===== config.mk =====
export PLATFORM = sky130hd
export DESIGN_NAME = vrhi_top
export DESIGN_NICKNAME = d
export VERILOG_FILES = /design/src/verilog/vrhi_pkg.sv /design/src/verilog/vrhi_top.sv
export SDC_FILE = /design/constraint.sdc
export NUM_CORES = 1
export LEC_CHECK = 0
export BUFFER_PORTS_ARGS = -buffer_cell sky130_fd_sc_hd__buf_2
export CORE_ASPECT_RATIO = 1.75
export CORE_MARGIN = 5
export CORE_UTILIZATION = 29
export DETAILED_ROUTE_END_ITERATION = 8
export GPL_ROUTABILITY_DRIVEN = 1
export PLACE_DENSITY = 0.56
export SLEW_MARGIN = 5
export SYNTH_ARGS = -nofsm -noshare
export SYNTH_HDL_FRONTEND = slang
export SYNTH_SLANG_ARGS = --single-unit

===== constraint.sdc =====
create_clock -name REF_CLK_IN -period 16.3 [get_ports REF_CLK_IN]
set_clock_uncertainty 0.2 [all_clocks]
set_input_delay 4.89 -clock REF_CLK_IN [delete_from_list [all_inputs] [get_ports REF_CLK_IN]]
set_output_delay 4.89 -clock REF_CLK_IN [all_outputs]
set_load 0.01 [all_outputs]

===== src/verilog/vrhi_pkg.sv =====
// constants, types and helpers for the voice recorder host interface
// assumes a single 100 MHz clock domain
package vrhi_pkg;
    localparam int CLK_HZ = 100_000_000;
    localparam int RST_HOLD_MS = 50;
    localparam int RST_HOLD_CYC = RST_HOLD_MS * (CLK_HZ / 1000);
    localparam int BUSY_NS = 80;
    localparam logic [3:0] BUSY_CYC = 4'((BUSY_NS * (CLK_HZ / 1_000_000) + 999) / 1000);
    localparam int BCLK_HALF_NS = 40;
    localparam logic [2:0] BCLK_LAST = 3'((BCLK_HALF_NS * (CLK_HZ / 1_000_000)) / 1000 - 1);
    localparam logic [4:0] WS_LAST = 5'h1f;

    localparam logic [7:0] A_CTRL = 8'h00;
    localparam logic [7:0] A_STATUS = 8'h04;
    localparam logic [7:0] A_IRQ_STAT = 8'h08;
    localparam logic [7:0] A_IRQ_MASK = 8'h0c;
    localparam logic [7:0] A_VOLUME = 8'h10;
    localparam logic [7:0] A_AUDIO = 8'h14;
    localparam logic [7:0] A_REC_ADDR = 8'h18;
    localparam logic [7:0] A_FLASH_ADDR = 8'h1c;
    localparam logic [7:0] A_GPIO_OUT = 8'h20;
    localparam logic [7:0] A_GPIO_OE = 8'h24;
    localparam logic [7:0] A_GPIO_IN = 8'h28;

    localparam int C_PD = 0;
    localparam int C_I2S = 1;
    localparam int C_MST = 2;
    localparam int EV_REC_DONE = 0;
    localparam int EV_MEM_FULL = 1;
    localparam int EV_CFG_ERR = 2;

    localparam logic [7:0] OP_NONE = 8'h00;
    localparam logic [7:0] OP_VOL_IN = 8'h01;
    localparam logic [7:0] OP_VOL_PB = 8'h02;
    localparam logic [7:0] OP_VOL_MASTER = 8'h03;
    localparam logic [7:0] OP_AUX_GAIN = 8'h04;
    localparam logic [7:0] OP_FORMAT = 8'h05;
    localparam logic [7:0] OP_RATE = 8'h06;
    localparam logic [7:0] OP_REC_START = 8'h10;
    localparam logic [7:0] OP_REC_STOP = 8'h11;
    localparam logic [7:0] OP_RD_ADDR = 8'h20;
    localparam logic [7:0] OP_RD_STAT = 8'h21;
    localparam logic [2:0] LAST_BIT = 3'h7;
    localparam logic [1:0] BYTE_LAST = 2'h3;

    localparam int FMT_KIND_LSB = 4;
    localparam int FMT_KIND_MSB = 5;
    localparam int FMT_BITS_MSB = 3;
    localparam int RATE_MSB = 2;
    localparam int MRATE_LSB = 4;
    localparam int MRATE_MSB = 5;

    localparam logic [3:0] ADPCM_MIN = 4'h2;
    localparam logic [3:0] ADPCM_MAX = 4'h5;
    localparam logic [3:0] LAW_MIN = 4'h6;
    localparam logic [3:0] LAW_MAX = 4'h8;
    localparam logic [3:0] PCM_LO = 4'h8;
    localparam logic [3:0] PCM_MID = 4'ha;
    localparam logic [3:0] PCM_HI = 4'hc;
    localparam logic [2:0] RATE_CNT = 3'h7;
    localparam logic [1:0] MRATE_CNT = 2'h3;
    localparam logic [27:0] FLASH_BITS = 28'h800_0000;

    typedef enum logic [1:0] {
        CK_ADPCM = 2'h0,
        CK_ULAW = 2'h1,
        CK_DULAW = 2'h2,
        CK_PCM = 2'h3
    } vrhi_codec_t;

    typedef struct packed {
        logic [7:0] vol_in;
        logic [7:0] vol_pb;
        logic [7:0] vol_master;
        logic [1:0] aux_gain;
        vrhi_codec_t codec;
        logic [3:0] bits;
        logic [2:0] rate;
        logic [1:0] mrate;
        logic rec_i2s;
    } vrhi_cfg_t;

    localparam vrhi_cfg_t CFG_RST = '{vol_in: 8'h80, vol_pb: 8'h80, vol_master: 8'h80,
        aux_gain: 2'h0, codec: CK_ADPCM, bits: 4'h4, rate: 3'h3, mrate: 2'h0, rec_i2s: 1'b0};

    function automatic logic cfg_ok(vrhi_cfg_t c);
        logic b;
        unique case (c.codec)
            CK_ADPCM: b = (c.bits >= ADPCM_MIN) && (c.bits <= ADPCM_MAX);
            CK_ULAW, CK_DULAW: b = (c.bits >= LAW_MIN) && (c.bits <= LAW_MAX);
            CK_PCM: b = (c.bits == PCM_LO) || (c.bits == PCM_MID) || (c.bits == PCM_HI);
        endcase
        return b && (c.rate < RATE_CNT) && (c.mrate < MRATE_CNT);
    endfunction
endpackage


===== src/verilog/vrhi_top.sv =====
// host interface of the voice recorder: serial command link, apb registers,
// ready and interrupt pins, long-pulse reset, gpio/i2s sharing, recording pointer
// assumes apb master and audio path on REF_CLK_IN; serial pins are asynchronous
//
// Functional notes
// - miso released while target deselected
// - serial commands honoured only while selected
// - ready high only when a command can be accepted
// - 50 ms high reset pin resets device
// - interrupt pulls open-drain pin low
// - eight gpio, four shared with i2s
// - i2s clocks out as master, in slave
// - three 8-bit volumes written by command
// - 2-bit auxiliary input gain by command
// - speaker outputs released while powered down
// - allocate storage, report recording start address
// - adpcm, companding and pcm bit widths
// - seven rates, three i2s master rates
// - i2s input replaces analog recording source
// - flash addressing covers 128 megabits
//
// The implementer's own choices: the APB interface to the registers and the register offsets.
`timescale 1ns/1ps
`default_nettype none
module vrhi_top #(
    parameter int DEV_RST_CYC = vrhi_pkg::RST_HOLD_CYC
) (
    input wire logic REF_CLK_IN,
    input wire logic RESETN_IN,
    input wire logic CE_IN,
    input wire logic PSEL_IN,
    input wire logic PENABLE_IN,
    input wire logic PWRITE_IN,
    input wire logic [7:0] PADDR_IN,
    input wire logic [31:0] PWDATA_IN,
    output logic PREADY_OUT,
    output logic PSLVERR_OUT,
    output logic [31:0] PRDATA_OUT,
    input wire logic SCLK_IN,
    input wire logic MOSI_IN,
    input wire logic TARGET_SELECT_N_IN,
    output logic MISO_OUT,
    output logic MISO_OE_OUT,
    output logic TRANSFER_READY_OUT,
    output logic IRQ_OUT,
    output logic IRQ_REQUEST_N_OUT,
    output logic IRQ_REQUEST_N_OE_OUT,
    input wire logic DEV_RESET_IN,
    input wire logic [7:0] GPIO_IN,
    output logic [7:0] GPIO_OUT_OUT,
    output logic [7:0] GPIO_OE_OUT,
    input wire logic I2S_SDO_BIT_IN,
    input wire logic SAMPLE_TICK_IN,
    output logic [1:0] SPK_OE_OUT,
    output logic [23:0] FLASH_ADDR_OUT,
    output vrhi_pkg::vrhi_cfg_t AUDIO_CFG_OUT
);
    import vrhi_pkg::*;

    localparam int PIN_SDO = 4;
    localparam int PIN_WS = 5;
    localparam int PIN_SCK = 6;
    localparam int PIN_SDI = 7;
    localparam logic [1:0] SPK_ON = 2'h3;

    typedef struct packed {
        logic sclk_s1;
        logic sclk_s2;
        logic sclk_d;
        logic mosi_s1;
        logic mosi_s2;
        logic ss_s1;
        logic ss_s2;
        logic rst_s1;
        logic rst_s2;
        logic [7:0] gpio_s1;
        logic [7:0] gpio_s2;
    } vrhi_sync_t;

    typedef struct packed {
        logic pready;
        logic pslverr;
        logic [31:0] prdata;
    } vrhi_bus_t;

    typedef struct packed {
        vrhi_sync_t pins;
        vrhi_bus_t bus;
        logic [31:0] hold_cnt;
        logic [7:0] rx_sh;
        logic [7:0] tx_sh;
        logic [2:0] bit_cnt;
        logic [1:0] byte_cnt;
        logic [7:0] opcode;
        logic [3:0] busy;
        logic [2:0] ctrl;
        logic [2:0] irq_stat;
        logic [2:0] irq_mask;
        vrhi_cfg_t cfg;
        logic rec;
        logic [26:0] ptr;
        logic [23:0] start;
        logic [23:0] rec_addr;
        logic [7:0] gpio_o;
        logic [7:0] gpio_oe;
        logic [7:0] pin_o;
        logic [7:0] pin_oe;
        logic [2:0] bdiv;
        logic bclk;
        logic [4:0] wscnt;
        logic ws;
        logic [1:0] spk_oe;
        logic miso_oe;
        logic ready;
        logic irq;
        logic irq_n;
    } vrhi_state_t;

    localparam vrhi_sync_t SYNC_RST = '{ss_s1: 1'b1, ss_s2: 1'b1, default: '0};
    localparam vrhi_state_t S_RST = '{pins: SYNC_RST, cfg: CFG_RST, irq_n: 1'b1, default: '0};

    // next byte boundary, so each recording starts on a whole flash byte
    function automatic logic [26:0] round_up(logic [26:0] p);
        return {p[26:3] + 24'(|p[2:0]), 3'h0};
    endfunction

    logic [1:0] rst_q;
    logic rst_n;
    vrhi_state_t r;
    vrhi_state_t n;
    vrhi_state_t k;
    logic sel;
    logic rise;
    logic acc;
    logic hit;
    logic dev_hold;
    logic master;
    logic [2:0] ev;
    logic [2:0] clr;
    logic [7:0] rx;
    logic [7:0] op;
    logic [1:0] idx;
    logic [27:0] nxt_ptr;
    logic [31:0] rd;
    vrhi_cfg_t c;

    always_ff @(posedge REF_CLK_IN or negedge RESETN_IN) begin
        if (!RESETN_IN) begin
            rst_q <= '0;
        end else begin
            rst_q <= {rst_q[0], 1'b1};
        end
    end
    assign rst_n = rst_q[1];

    always_comb begin
        n = r;
        k = r;
        ev = '0;
        clr = '0;
        hit = 1'b1;
        rd = '0;
        c = r.cfg;
        n.pins.sclk_s1 = SCLK_IN;
        n.pins.sclk_s2 = r.pins.sclk_s1;
        n.pins.sclk_d = r.pins.sclk_s2;
        n.pins.mosi_s1 = MOSI_IN;
        n.pins.mosi_s2 = r.pins.mosi_s1;
        n.pins.ss_s1 = TARGET_SELECT_N_IN;
        n.pins.ss_s2 = r.pins.ss_s1;
        n.pins.rst_s1 = DEV_RESET_IN;
        n.pins.rst_s2 = r.pins.rst_s1;
        n.pins.gpio_s1 = GPIO_IN;
        n.pins.gpio_s2 = r.pins.gpio_s1;
        sel = !r.pins.ss_s2;
        rise = r.pins.sclk_s2 & ~r.pins.sclk_d;
        acc = PSEL_IN & PENABLE_IN;
        dev_hold = r.hold_cnt >= 32'(DEV_RST_CYC);
        master = r.ctrl[C_I2S] & r.ctrl[C_MST];
        if (r.busy != '0) begin
            n.busy = r.busy - 4'h1;
        end

        // sample accounting while recording
        nxt_ptr = {1'b0, r.ptr} + 28'(r.cfg.bits);
        if (r.rec && SAMPLE_TICK_IN) begin
            if (nxt_ptr >= FLASH_BITS) begin
                n.rec = 1'b0;
                n.rec_addr = r.start;
                ev[EV_REC_DONE] = 1'b1;
                ev[EV_MEM_FULL] = 1'b1;
            end else begin
                n.ptr = nxt_ptr[26:0];
            end
        end

        // serial command link, mode 0, msb first
        rx = {r.rx_sh[6:0], r.pins.mosi_s2};
        op = (r.byte_cnt == '0) ? (r.ready ? rx : OP_NONE) : r.opcode;
        idx = r.byte_cnt + 2'h1;
        if (!sel) begin
            n.bit_cnt = '0;
            n.byte_cnt = '0;
            n.tx_sh = '0;
        end else if (rise) begin
            n.rx_sh = rx;
            n.bit_cnt = r.bit_cnt + 3'h1;
            n.tx_sh = {r.tx_sh[6:0], 1'b0};
            if (r.bit_cnt == LAST_BIT) begin
                if (r.byte_cnt != BYTE_LAST) begin
                    n.byte_cnt = idx;
                end
                if (r.byte_cnt == '0) begin
                    n.opcode = op;
                    if (op == OP_REC_START && !r.rec) begin
                        n.rec = 1'b1;
                        n.start = r.ptr[26:3];
                        n.busy = BUSY_CYC;
                    end
                    if (op == OP_REC_STOP && r.rec) begin
                        n.rec = 1'b0;
                        n.rec_addr = r.start;
                        n.ptr = round_up(n.ptr);
                        ev[EV_REC_DONE] = 1'b1;
                        n.busy = BUSY_CYC;
                    end
                end else if (r.byte_cnt == 2'h1) begin
                    unique case (op)
                        OP_VOL_IN: c.vol_in = rx;
                        OP_VOL_PB: c.vol_pb = rx;
                        OP_VOL_MASTER: c.vol_master = rx;
                        OP_AUX_GAIN: c.aux_gain = rx[1:0];
                        OP_FORMAT: begin
                            c.codec = vrhi_codec_t'(rx[FMT_KIND_MSB:FMT_KIND_LSB]);
                            c.bits = rx[FMT_BITS_MSB:0];
                        end
                        OP_RATE: begin
                            c.rate = rx[RATE_MSB:0];
                            c.mrate = rx[MRATE_MSB:MRATE_LSB];
                        end
                        default: ;
                    endcase
                    if (op != OP_NONE) begin
                        n.busy = BUSY_CYC;
                    end
                end
                if (op == OP_RD_ADDR) begin
                    unique case (idx)
                        2'h0: n.tx_sh = '0;
                        2'h1: n.tx_sh = r.rec_addr[23:16];
                        2'h2: n.tx_sh = r.rec_addr[15:8];
                        2'h3: n.tx_sh = r.rec_addr[7:0];
                    endcase
                end else if (op == OP_RD_STAT && idx == 2'h1) begin
                    n.tx_sh = {2'h0, r.irq_stat, r.rec, r.ctrl[C_I2S], r.ctrl[C_PD]};
                end
            end
        end
        // an illegal format or rate is refused and flagged
        if (cfg_ok(c)) begin
            n.cfg = c;
        end else begin
            ev[EV_CFG_ERR] = 1'b1;
        end

        // apb slave, one wait state
        unique case (PADDR_IN)
            A_CTRL: rd = 32'(r.ctrl);
            A_STATUS: rd = 32'({r.rec, r.ready, sel});
            A_IRQ_STAT: rd = 32'(r.irq_stat);
            A_IRQ_MASK: rd = 32'(r.irq_mask);
            A_VOLUME: rd = 32'({r.cfg.vol_master, r.cfg.vol_pb, r.cfg.vol_in});
            A_AUDIO: rd = 32'({r.cfg.mrate, r.cfg.rate, r.cfg.bits, r.cfg.codec,
                r.cfg.aux_gain});
            A_REC_ADDR: rd = 32'(r.rec_addr);
            A_FLASH_ADDR: rd = 32'(r.ptr[26:3]);
            A_GPIO_OUT: rd = 32'(r.gpio_o);
            A_GPIO_OE: rd = 32'(r.gpio_oe);
            A_GPIO_IN: rd = 32'(r.pins.gpio_s2);
            default: hit = 1'b0;
        endcase
        n.bus.pready = acc & ~r.bus.pready;
        n.bus.pslverr = acc & ~r.bus.pready & ~hit;
        n.bus.prdata = (acc && !r.bus.pready && !PWRITE_IN) ? rd : '0;
        if (acc && r.bus.pready && PWRITE_IN) begin
            unique case (PADDR_IN)
                A_CTRL: n.ctrl = PWDATA_IN[2:0];
                A_IRQ_STAT: clr = PWDATA_IN[2:0];
                A_IRQ_MASK: n.irq_mask = PWDATA_IN[2:0];
                A_GPIO_OUT: n.gpio_o = PWDATA_IN[7:0];
                A_GPIO_OE: n.gpio_oe = PWDATA_IN[7:0];
                default: ;
            endcase
        end
        // a new event beats a clear in the same cycle
        n.irq_stat = (r.irq_stat & ~clr) | ev;
        n.cfg.rec_i2s = n.ctrl[C_I2S];

        // i2s master clock generation
        if (master) begin
            if (r.bdiv == BCLK_LAST) begin
                n.bdiv = '0;
                n.bclk = ~r.bclk;
                if (r.bclk) begin
                    n.wscnt = r.wscnt + 5'h1;
                    if (r.wscnt == WS_LAST) begin
                        n.ws = ~r.ws;
                    end
                end
            end else begin
                n.bdiv = r.bdiv + 3'h1;
            end
        end else begin
            n.bdiv = '0;
            n.bclk = 1'b0;
            n.wscnt = '0;
            n.ws = 1'b0;
        end
        n.pin_o = r.gpio_o;
        n.pin_oe = r.gpio_oe;
        if (r.ctrl[C_I2S]) begin
            n.pin_oe[PIN_SDI] = 1'b0;
            n.pin_o[PIN_SDI] = 1'b0;
            n.pin_oe[PIN_SCK] = master;
            n.pin_o[PIN_SCK] = r.bclk;
            n.pin_oe[PIN_WS] = master;
            n.pin_o[PIN_WS] = r.ws;
            n.pin_oe[PIN_SDO] = 1'b1;
            n.pin_o[PIN_SDO] = I2S_SDO_BIT_IN;
        end

        n.spk_oe = n.ctrl[C_PD] ? 2'h0 : SPK_ON;
        n.miso_oe = sel;
        n.ready = (n.busy == '0);
        n.irq = |(n.irq_stat & n.irq_mask);
        n.irq_n = ~n.irq;

        // long high pulse on the reset pin
        if (r.pins.rst_s2) begin
            if (!dev_hold) begin
                n.hold_cnt = r.hold_cnt + 32'h1;
            end
        end else begin
            n.hold_cnt = '0;
        end
        if (dev_hold) begin
            k = n;
            n = S_RST;
            n.pins = k.pins;
            n.bus = k.bus;
            n.hold_cnt = k.hold_cnt;
        end
    end

    always_ff @(posedge REF_CLK_IN or negedge rst_n) begin
        if (!rst_n) begin
            r <= S_RST;
        end else if (CE_IN) begin
            r <= n;
        end
    end

    assign PREADY_OUT = r.bus.pready;
    assign PSLVERR_OUT = r.bus.pslverr;
    assign PRDATA_OUT = r.bus.prdata;
    assign MISO_OUT = r.tx_sh[7];
    assign MISO_OE_OUT = r.miso_oe;
    assign TRANSFER_READY_OUT = r.ready;
    assign IRQ_OUT = r.irq;
    assign IRQ_REQUEST_N_OUT = r.irq_n;
    assign IRQ_REQUEST_N_OE_OUT = r.irq;
    assign GPIO_OUT_OUT = r.pin_o;
    assign GPIO_OE_OUT = r.pin_oe;
    assign SPK_OE_OUT = r.spk_oe;
    assign FLASH_ADDR_OUT = r.ptr[26:3];
    assign AUDIO_CFG_OUT = r.cfg;
endmodule
`default_nettype wire

==> flow_metrics.tcl <==
set metrics [dict create \
    drt_iter0_drc 1187 \
    cts_max_level 1 \
    place_hpwl_um 43900 \
    fp-row-count 113 \
    syn_inst 1659 \
    ir_worst_vdd_mv 0.0686 \
    yosysTopAreaCellShare 0.438 \
    clockBufferDepth 3 \
    antenna_found_initial 6 \
    cpLargestDelayFamily "compound AO/OA/AOI/OAI gates" \
    io_buffers 147 \
    ys_types 88 \
    drv_cap 0 \
    slew_headroom 0.199 \
    worstPathRequired_ps 16540 \
    drt-pass1-iter-count 9 \
    nNetsFinal 1749 \
    cts_tree "built" \
    fin_tns_setup_ps 0 \
    ys.flop_type "dfrtp_1" \
    initial_core_util 0.292 \
    io_pins 180 \
    power_density_mw_per_mm2 105 \
    synth-edff-count 0 \
    setup_violations 0 \
    ant_nets 0 \
    crit_buf_inv 1 \
    ys_top_cells_by_area "dfrtp_1, buf_4, nand2_1" \
    seq_area_frac_synth 0.453 \
    cts_made_buffers 27 \
    routed_wl_um 58200 \
    grt_pass1_wl_um 87000 \
    syn-cell-area_mm2 0.0158 \
    critical_path_class "in2reg" \
    startpoint_type "input port" \
    timing.final.crit_share 0.469 \
    cts.sink_count 286 \
    worstMarginPinSlew_ps 1190 \
    grtUsageTotal 0.188 \
    vias 13200 \
    core_mm2 0.0542 \
    gp_congestion 0.920 \
    die_x_um 187 \
    post_cts.repair.setup_buffers 0 \
    maxSlewViolCount 0 \
    syn2layout_area_growth_pct 10.3 \
    worstSkewPairLatency_ps 560 \
    layout-drive-gt1-share 0.168 \
    cp_cell_sequence "buf_2, o211ai_1, a211oi_1, o311ai_0, xnor2_1, o211ai_2, or3_4, o41ai_2, mux2i_1, o2bb2ai_1" \
    hold_path_class "reg2reg" \
    die-height_um 319 \
    ys_ff_latch 286 \
    grt_max_degree 78 \
    post-route-util 0.322 \
    rsz0062_at_grt "no" \
    async_reset_ff_frac 1.00 \
    avgSynthCellArea_um2 9.54 \
    cp.arrival_ps 7890 \
    p_leak_uw 0.00765 \
    yosysMostFrequentCell "dfrtp_1" \
    synth_top_area_cell "dfrtp_1" \
    outcome "complete, no violations" \
    route.detailed.drc 0 \
    period_needed_ps 7650 \
    crit_path_end_kind "flip-flop" \
    overflow 0 \
    viasPerCell 5.55 \
    critPathMaxFanout 6 \
    crit_slowest_cell "a211oi_1" \
    wl_per_cell_um 24.5 \
    fmax_mhz 131 \
    clk_pin_slew_ps 70 \
    grt_pass1_vias 13500 \
    die_area_mm2 0.0595 \
    ys_top_cells_by_count "dfrtp_1, nand2_1, buf_4, o21ai_0, inv_1" \
    slowest_delay_ps 730 \
    yosys_warnings 0 \
    hold_viol_final 0 \
    root_buffer "clkbuf_16" \
]
## per-layer routing
layer	wire, µm	track usage
met1	20300	0.197
met2	29700	0.336
met3	3280	0.0317
met4	4870	0.135
met5	41	0
## through the flow
stage | power (µW) | instance area [µm²] | cells | hold slack [ps] | worst slack (ps)
5_1_grt | 1900 | 17400 | 2376 | 155 | 8460
3_5_place_dp | 1130 | 16500 | 2326 | -90.2 | 8090
3_3_place_gp | 1120 | 16500 | 2326 | -88.5 | 8080
4_1_cts | 1850 | 17400 | 2376 | 153 | 8680
6_report | 1830 | 17500 | 2379 | 149 | 8650
2_1_floorplan | 1030 | 15900 | 1666 | 131 | 7550
## power breakdown
group | leakage [µW] | switching [µW] | internal (µW)
sequential | 0.00374 | 97.3 | 768
clock | 0.000474 | 293 | 416
combinational | 0.00343 | 155 | 99.2
total | 0.00765 | 545 | 1280
## cell type report
| class | instances | area, µm² |
|---|---|---|
| Inverter | 91 | 342 |
| Antenna cell | 3 | 7.51 |
| Clock buffer | 41 | 798 |
| Tap cell | 690 | 863 |
| Multi-Input combinational cell | 1087 | 7170 |
| Sequential cell | 286 | 7170 |
| Fill cell | 5583 | 36700 |
| Timing Repair Buffer | 173 | 936 |
| Clock inverter | 8 | 165 |
## cell usage in the layout, fill, tap and decap left out, types with 29 or more instances in the layout
cell       instances
nand2_1          186
buf_2            146
nor3_1            33
dfrtp_1          276
a222oi_1          31
mux2i_1           38
a22o_1            58
nor2_1            85
a21oi_1           42
inv_1             90
nand3_1           47
o21ai_0           94
o2bb2ai_1         37
mux2_2            29
## path summary, 6_finish.rpt
path	startpoint	slack [ps]	cells after the start	end
setup / recovery	SAMPLE_TICK_IN	8650	10	FLASH_ADDR_OUT[18]$_DFFE_PN0P_
hold / removal	rst_q[0]$_DFF_PN0_	150	0	rst_q[1]$_DFF_PN0_
setup reg to reg	r[183]$_DFFE_PN0P_	11310	11	AUDIO_CFG_OUT[29]$_DFFE_PN1P_
hold reg to reg	rst_q[0]$_DFF_PN0_	150	0	rst_q[1]$_DFF_PN0_
max in group asynchronous	RESETN_IN	11880	1	rst_q[1]$_DFF_PN0_
min in group asynchronous	rst_q[1]$_DFF_PN0_	330	1	PSLVERR_OUT$_DFFE_PN0P_
## timing repair
item                                   in CTS  in global routing
resized for setup                           0                  0
hold buffers                                1                  0
endpoints found under the hold margin       4                  0
## cells by family (layout without fill, tap and decap cells)
logic type / after synthesis / after routing / synth area share
xor gates and xnor gates: 31 / 31 / 0.0172
adders and majority gates: 23 / 23 / 0.0187
DFF: 286 / 286 / 0.453
AOI/OAI and AO/OA: 448 / 448 / 0.207
buffers and inverters: 293 / 313 / 0.0976
other: 2 / 12 / 0.000475
and+or+nand+nor: 508 / 508 / 0.161
muxes: 68 / 68 / 0.0454
## state kept, by name, indices dropped and copies added, names as in the netlist, 2 cells and up
| signal | cells |
|---|---|
| rst_q | 2 |
| r | 175 |
| PRDATA_OUT | 24 |
| GPIO_OUT_OUT | 8 |
| AUDIO_CFG_OUT | 37 |
| FLASH_ADDR_OUT | 24 |
| GPIO_OE_OUT | 8 |
No activity file was read; power rests on OpenSTA's default activity.
